--- src/design/sdcd_consts.svh ---
// bit positions and burst timing counts of the command decoder
`ifndef SDCD_CONSTS_SVH
`define SDCD_CONSTS_SVH
`define SDCD_AUTO_CLOSE_BIT 10
`define SDCD_BURST_CHOP_BIT 12
`define SDCD_RESERVED_BIT 13
`define SDCD_EIGHT_CLKS 3'h4
`define SDCD_FOUR_CLKS 3'h2
`define SDCD_CNT_W 3
`endif

--- src/design/sdcd_pkg.sv ---
// types shared by the command decoder files
package sdcd_pkg;
	localparam int SDCD_GRP_W = 3;
	localparam int SDCD_ADDR_W = 14;

	typedef enum logic [15:0] {
		SDCD_NONE = 16'h0000,
		SDCD_MODE_REG_WRITE = 16'h0001,
		SDCD_REFRESH = 16'h0002,
		SDCD_SLEEP_RESTORE_ENTER = 16'h0004,
		SDCD_SLEEP_RESTORE_LEAVE = 16'h0008,
		SDCD_BANK_CLOSE = 16'h0010,
		SDCD_ALL_ROWS_CLOSE = 16'h0020,
		SDCD_ROW_OPEN = 16'h0040,
		SDCD_STORE = 16'h0080,
		SDCD_FETCH = 16'h0100,
		SDCD_IDLE = 16'h0200,
		SDCD_DESELECT = 16'h0400,
		SDCD_LOW_POWER_ENTER = 16'h0800,
		SDCD_LOW_POWER_LEAVE = 16'h1000,
		SDCD_IMPEDANCE_CAL_LONG = 16'h2000,
		SDCD_IMPEDANCE_CAL_SHORT = 16'h4000,
		SDCD_ILLEGAL = 16'h8000
	} sdcd_cmd_e;

	typedef enum logic [2:0] {
		SDCD_ST_ACTIVE = 3'h1,
		SDCD_ST_PWRDN = 3'h2,
		SDCD_ST_SELFREF = 3'h4
	} sdcd_state_e;

	typedef struct packed {
		logic cs_n;
		logic ras_n;
		logic cas_n;
		logic we_n;
		logic cke;
		logic [SDCD_GRP_W-1:0] array_group_select;
		logic [SDCD_ADDR_W-1:0] addr;
	} sdcd_pins_s;

	typedef struct packed {
		sdcd_cmd_e code;
		logic [SDCD_GRP_W-1:0] array_group_select;
		logic [SDCD_ADDR_W-1:0] addr;
		logic auto_close_bit;
		logic chop_four;
	} sdcd_cmd_s;
endpackage : sdcd_pkg

--- src/design/sdcd_burst_ctr.sv ---
// burst length counter: busy while a started burst runs
`timescale 1ns/100ps
`include "sdcd_consts.svh"
module sdcd_burst_ctr #(
	parameter int CW = `SDCD_CNT_W
) (
	input wire logic clk,
	input wire logic rst_n,
	input wire logic load,
	input wire logic [CW-1:0] len,
	output logic busy,
	output logic free
);
	logic [CW-1:0] count_q;
	logic [CW-1:0] count_d;
	logic busy_d;

	always_comb begin
		count_d = count_q;
		if (load) begin
			count_d = len;
		end else if (count_q != '0) begin
			count_d = count_q - 1'b1;
		end
		busy_d = (count_d != '0);
		// a new burst may start when none runs or in the last cycle of the running one
		free = (count_q <= {{(CW-1){1'b0}}, 1'b1});
	end

	always_ff @(posedge clk or negedge rst_n) begin
		if (!rst_n) begin
			count_q <= '0;
			busy <= 1'b0;
		end else begin
			count_q <= count_d;
			busy <= busy_d;
		end
	end
endmodule : sdcd_burst_ctr

--- src/design/sdcd_decoder.sv ---
// command decoder: samples strobes each edge and reports the decoded command
`timescale 1ns/100ps
`include "sdcd_consts.svh"
// Function
// - decode strobes and clock gate every edge
// - group lines pick bank or mode register
// - row open command opens given row
// - store decode, column address, programmed length
// - fetch decode, column address, programmed length
// - auto close bit closes bank after burst
// - on the fly, chop bit low: four
// - on the fly, chop bit high: eight
// - running burst cannot be cut short
// - idle command leaves running burst alone
// - chip select high means deselect, like idle
// - clock gate edges enter, leave low power
// - refresh with gate falling enters sleep unless a burst is busy
// - termination ignored by decode, off asleep
module sdcd_decoder (
	input wire logic REF_CLK,
	input wire logic RSTN,
	input wire sdcd_pkg::sdcd_pins_s CA_PINS,
	input wire logic TERMINATION_CONTROL,
	input wire logic BURST_ON_THE_FLY,
	input wire logic FIXED_CHOP_FOUR,
	output sdcd_pkg::sdcd_cmd_s CMD_OUT,
	output logic CMD_VALID,
	output logic BURST_REJECT,
	output logic BURST_BUSY,
	output logic LOW_POWER,
	output logic SLEEP_ACTIVE,
	output logic TERM_ACTIVE
);
	import sdcd_pkg::*;

	sdcd_pins_s p;
	sdcd_state_e st_q;
	sdcd_state_e st_d;
	sdcd_cmd_e code;
	sdcd_cmd_s cmd_d;
	logic chop;
	logic rej_d;
	logic load;
	logic burst_free;
	logic is_idle;
	logic is_ref;
	logic [`SDCD_CNT_W-1:0] len;
	logic vld_d;
	logic lowp_d;
	logic slp_d;
	logic term_d;

	assign p = CA_PINS;

	// idle or deselect qualify gate transitions
	assign is_idle = p.cs_n || (p.ras_n && p.cas_n && p.we_n);
	assign is_ref = !p.cs_n && !p.ras_n && !p.cas_n && p.we_n;

	assign chop = BURST_ON_THE_FLY ? !p.addr[`SDCD_BURST_CHOP_BIT] : FIXED_CHOP_FOUR;
	assign len = chop ? `SDCD_FOUR_CLKS : `SDCD_EIGHT_CLKS;

	always_comb begin
		st_d = st_q;
		code = SDCD_NONE;
		rej_d = 1'b0;
		load = 1'b0;
		case (st_q)
			SDCD_ST_SELFREF: begin
				if (p.cke) begin
					if (is_idle) begin
						code = SDCD_SLEEP_RESTORE_LEAVE;
						st_d = SDCD_ST_ACTIVE;
					end else begin
						code = SDCD_ILLEGAL;
					end
				end
			end
			SDCD_ST_PWRDN: begin
				if (p.cke) begin
					if (is_idle) begin
						code = SDCD_LOW_POWER_LEAVE;
						st_d = SDCD_ST_ACTIVE;
					end else begin
						code = SDCD_ILLEGAL;
					end
				end
			end
			SDCD_ST_ACTIVE: begin
				if (!p.cke) begin
					if (is_ref && !BURST_BUSY) begin
						code = SDCD_SLEEP_RESTORE_ENTER;
						st_d = SDCD_ST_SELFREF;
					end else if (is_idle) begin
						code = SDCD_LOW_POWER_ENTER;
						st_d = SDCD_ST_PWRDN;
					end else begin
						code = SDCD_ILLEGAL;
					end
				end else if (p.cs_n) begin
					code = SDCD_DESELECT;
				end else begin
					case ({p.ras_n, p.cas_n, p.we_n})
						3'h0: code = SDCD_MODE_REG_WRITE;
						3'h1: code = SDCD_REFRESH;
						3'h2: begin
							code = p.addr[`SDCD_AUTO_CLOSE_BIT] ? SDCD_ALL_ROWS_CLOSE
								: SDCD_BANK_CLOSE;
						end
						3'h3: code = SDCD_ROW_OPEN;
						3'h4, 3'h5: begin
							if (burst_free) begin
								code = p.we_n ? SDCD_FETCH : SDCD_STORE;
								load = 1'b1;
							end else begin
								rej_d = 1'b1;
							end
						end
						3'h6: begin
							code = p.addr[`SDCD_AUTO_CLOSE_BIT] ? SDCD_IMPEDANCE_CAL_LONG
								: SDCD_IMPEDANCE_CAL_SHORT;
						end
						3'h7: code = SDCD_IDLE;
						default: code = SDCD_ILLEGAL;
					endcase
				end
			end
			default: st_d = SDCD_ST_ACTIVE;
		endcase
		cmd_d.code = code;
		cmd_d.array_group_select = p.array_group_select;
		cmd_d.addr = p.addr;
		cmd_d.auto_close_bit = load && p.addr[`SDCD_AUTO_CLOSE_BIT];
		cmd_d.chop_four = load && chop;
		vld_d = (code != SDCD_NONE);
		lowp_d = (st_d == SDCD_ST_PWRDN);
		slp_d = (st_d == SDCD_ST_SELFREF);
		term_d = TERMINATION_CONTROL && !slp_d;
	end

	sdcd_burst_ctr #(
		.CW(`SDCD_CNT_W)
	) u_burst (
		.clk(REF_CLK),
		.rst_n(RSTN),
		.load(load),
		.len(len),
		.busy(BURST_BUSY),
		.free(burst_free)
	);

	always_ff @(posedge REF_CLK or negedge RSTN) begin
		if (!RSTN) begin
			st_q <= SDCD_ST_ACTIVE;
			CMD_OUT <= '0;
			CMD_VALID <= 1'b0;
			BURST_REJECT <= 1'b0;
			LOW_POWER <= 1'b0;
			SLEEP_ACTIVE <= 1'b0;
			TERM_ACTIVE <= 1'b0;
		end else begin
			st_q <= st_d;
			CMD_OUT <= cmd_d;
			CMD_VALID <= vld_d;
			BURST_REJECT <= rej_d;
			LOW_POWER <= lowp_d;
			SLEEP_ACTIVE <= slp_d;
			TERM_ACTIVE <= term_d;
		end
	end

	logic sel_w;
	assign sel_w = (st_q == SDCD_ST_ACTIVE) && p.cke && !p.cs_n;
endmodule : sdcd_decoder

--- config.mk ---
export PLATFORM = sky130hd
export DESIGN_NAME = sdcd_decoder
export DESIGN_NICKNAME = d
export VERILOG_FILES = /design/src/design/sdcd_pkg.sv /design/src/design/sdcd_burst_ctr.sv /design/src/design/sdcd_decoder.sv
export VERILOG_INCLUDE_DIRS = /design/src /design/src/design
export SDC_FILE = /design/constraint.sdc
export NUM_CORES = 1
export LEC_CHECK = 0
export ABC_AREA = 0
export CORE_UTILIZATION = 61
export CTS_CLUSTER_DIAMETER = 60
export DETAILED_ROUTE_END_ITERATION = 8
export DONT_BUFFER_PORTS = 1
export GPL_ROUTABILITY_DRIVEN = 0
export PLACE_DENSITY_LB_ADDON = 0.15
export SLEW_MARGIN = 20
export SYNTH_ARGS = -nofsm -noshare
export SYNTH_HDL_FRONTEND = slang
export SYNTH_SLANG_ARGS = --single-unit
--- constraint.sdc ---
create_clock -name REF_CLK -period 5.2 [get_ports REF_CLK]
set_input_delay 1.56 -clock REF_CLK [delete_from_list [all_inputs] [get_ports REF_CLK]]
set_output_delay 1.56 -clock REF_CLK [all_outputs]
set_load 0.01 [all_outputs]
==> results.sh <==
export IMPL_outcome="completed"
export IMPL_die_width_microns=55.3
export IMPL_ys_seq_area_frac=0.679
export IMPL_ant_nets=0
export IMPL_min_period_ns=2.36
export IMPL_fillers=191
export IMPL_initial_core_util=0.669
export IMPL_core_area_sq_mm=0.00259
export IMPL_holdCritPathClass="reg2reg"
export IMPL_end_kind="output port"
export IMPL_reg2reg_from="st_q[0]"
export IMPL_layout_drive_gt1_share=0.106
export IMPL_crit_required_ns=3.64
export IMPL_period_share=0.453
export IMPL_wl_microns=2670
export IMPL_crit_path_start="u_burst.busy"
export IMPL_synth_warnings=0
export IMPL_crit_fanout=2
export IMPL_max_freq_mhz=424
export IMPL_grt_max_degree=48
export IMPL_worst_pin_slew_ns=0.386
export IMPL_drt_vias_per_instance=6.07
export IMPL_clk_pin_slew_worst_paths_ns=0.14
export IMPL_synth_common_cells="dfrtp_1, nor2_1, inv_1, nor3_1"
export IMPL_grt_overflow=0
export IMPL_synth_top_cell_by_area="dfrtp_1"
export IMPL_setup_viol=0
export IMPL_clockBufferDepth=2
export IMPL_syn_cell_area_sq_mm=0.00173
export IMPL_fp_row_count=18
export IMPL_synth_most_common_cell="dfrtp_1"
export IMPL_cts_setup_buffers=0
export IMPL_wl_met3_microns=231
export IMPL_synth_area_leaders="dfrtp_1, ha_1, nor2_1"
export IMPL_cp_num_cells=0
export IMPL_peakVddDrop_mv=0.291
export IMPL_rsz0062_at_grt="no"
export IMPL_ctsHoldBuffers=0
export IMPL_ctsResizeCount=0
export IMPL_top_layer="met4"
export IMPL_cts_sinks=47
export IMPL_cts_buffers_inserted=5
export IMPL_layout_nets=162
export IMPL_htree_levels=2
export IMPL_timing_hold_violations_final=0
export IMPL_wl_met1_microns=1060
export IMPL_io_pins=68
export IMPL_skew_ns=0.0141
export IMPL_antenna_found_initial=0
export IMPL_ys_seq_elements=47
export IMPL_pre_cts_ws_ns=2.56
export IMPL_cp_start_kind="flop"
export IMPL_via_count=984
export IMPL_syn2layout_area_growth_pct=3.25
export IMPL_wire_per_inst_microns=16.5
export IMPL_dp_hpwl_microns=1900
export IMPL_grt_pass1_wl_microns=4330
export IMPL_syn_inst=131
export IMPL_setup_tns_ns=0
export IMPL_synthFlopType="dfrtp_1"
export IMPL_cap_violations=0
export IMPL_fp_dieH_microns=55.3
export IMPL_firstDrtPassIters=4
export IMPL_die_area_sq_mm=0.00306
export IMPL_worstSkewPairLatency_ns=0.36
export IMPL_avgSynthCellArea_sq_um=13.2
export IMPL_grt_pass1_vias=899
export IMPL_cts_tree="done"
export IMPL_dr_wl_met2_microns=1320
export IMPL_setup_slack_ns=2.84
export IMPL_synth_distinct_cells=39
export IMPL_slew_headroom=0.736
export IMPL_setup_worst_path_end="BURST_BUSY"
export IMPL_yosysTopAreaCellShare=0.664
export IMPL_drtIter0Drc=14
export IMPL_r2r_slack_ns=3.23
export IMPL_io_buffers=0
export IMPL_drc=0
export IMPL_arrival_ns=0.80
export IMPL_diodes=0
export IMPL_reg2reg_depth=4
export IMPL_ys_async_sr_fraction=1.00
export IMPL_cts_root_buf="clkbuf_4"
export IMPL_critPathKind="reg2out"
export IMPL_total_power_uw=720
export IMPL_synth_edf_count=0
export IMPL_syn_nets=162
export IMPL_drv_slew=0
export IMPL_power_density_mw_per_mm2=402
export IMPL_grtUsageTotal=0.188
export IMPL_reg2reg_to="u_burst.count_q[2]"
export IMPL_leakage_uw=0.000807
placed cells by master, fill, tap and decap left out, types with 4 or more instances in the layout:
| cell type | count |
|---|---|
| a21oi_1 | 4 |
| nor3_1 | 5 |
| nor4_1 | 4 |
| inv_1 | 7 |
| nand2_1 | 4 |
| clkbuf_4 | 5 |
| nand2b_1 | 4 |
| dfrtp_1 | 46 |
| nor2_1 | 13 |
| nor2b_1 | 4 |
| ha_1 | 4 |
flip-flops by register name, summed over array words and instances (netlist names):
register         count
st_q                 3
SLEEP_ACTIVE         1
TERM_ACTIVE          1
u_burst.count_q      3
BURST_REJECT         1
CMD_OUT             35
LOW_POWER            1
CMD_VALID            1
u_burst.busy         1
metrics by stage:
| stage | std cells | area, sq um | hold slack, ns | util |
|---|---|---|---|---|
| 2_1_floorplan | 131 | 1730 | 0.492 | - |
| 3_3_place_gp | 154 | 1730 | 0.518 | 0.667 |
| 3_5_place_dp | 154 | 1730 | 0.540 | 0.667 |
| 4_1_cts | 162 | 1790 | 0.560 | 0.691 |
| 5_1_grt | 162 | 1790 | 0.596 | 0.691 |
| 6_report | 162 | 1790 | 0.555 | 0.691 |
kinds of logic after synthesis:
logic type	Yosys count	share of synthesized area
DFF	47	0.679
and+or+nand+nor	46	0.157
AOI/OAI and AO/OA	15	0.0672
buffers and inverters	14	0.0397
adders and majority gates	4	0.0289
xor gates and xnor gates	3	0.0152
muxes	2	0.0123
routing by layer:
layer	track usage	vias to the layer above
li1	-	445
met5	0	-
met2	0.298	47
met1	0.214	486
met4	0.0857	0
met3	0.0937	6
cell type report:
| cell class | instances | area [sq um] | share of cell area |
|---|---|---|---|
| well taps | 30 | 37.5 | 0.0210 |
| flip-flops and latches | 47 | 1180 | 0.658 |
| multi-input cells | 70 | 487 | 0.272 |
| inverters | 7 | 26.3 | 0.0147 |
| clock buffers | 5 | 37.5 | 0.0210 |
| clock inverters | 3 | 23.8 | 0.0133 |
worst min-delay path by stage:
stage                  end  slack, ns    start  depth (start not counted)
4_1_cts        CMD_OUT[31]       0.56  st_q[2]                          1
3_3_place_gp   CMD_OUT[31]       0.52  st_q[2]                          1
5_1_grt        CMD_OUT[31]       0.60  st_q[2]                          1
6_report       CMD_OUT[31]       0.55  st_q[2]                          1
2_1_floorplan  CMD_OUT[31]       0.49  st_q[2]                          1
3_5_place_dp   CMD_OUT[31]       0.54  st_q[2]                          1
report_power, final:
| group | internal [uW] | switching [uW] | leakage (uW) |
|---|---|---|---|
| Sequential | 400 | 32.2 | 0.000595 |
| Clock | 54.2 | 113 | 0.0000278 |
| Combinational | 54.8 | 65.9 | 0.000184 |
No activity file was read; power rests on OpenSTA's default activity.
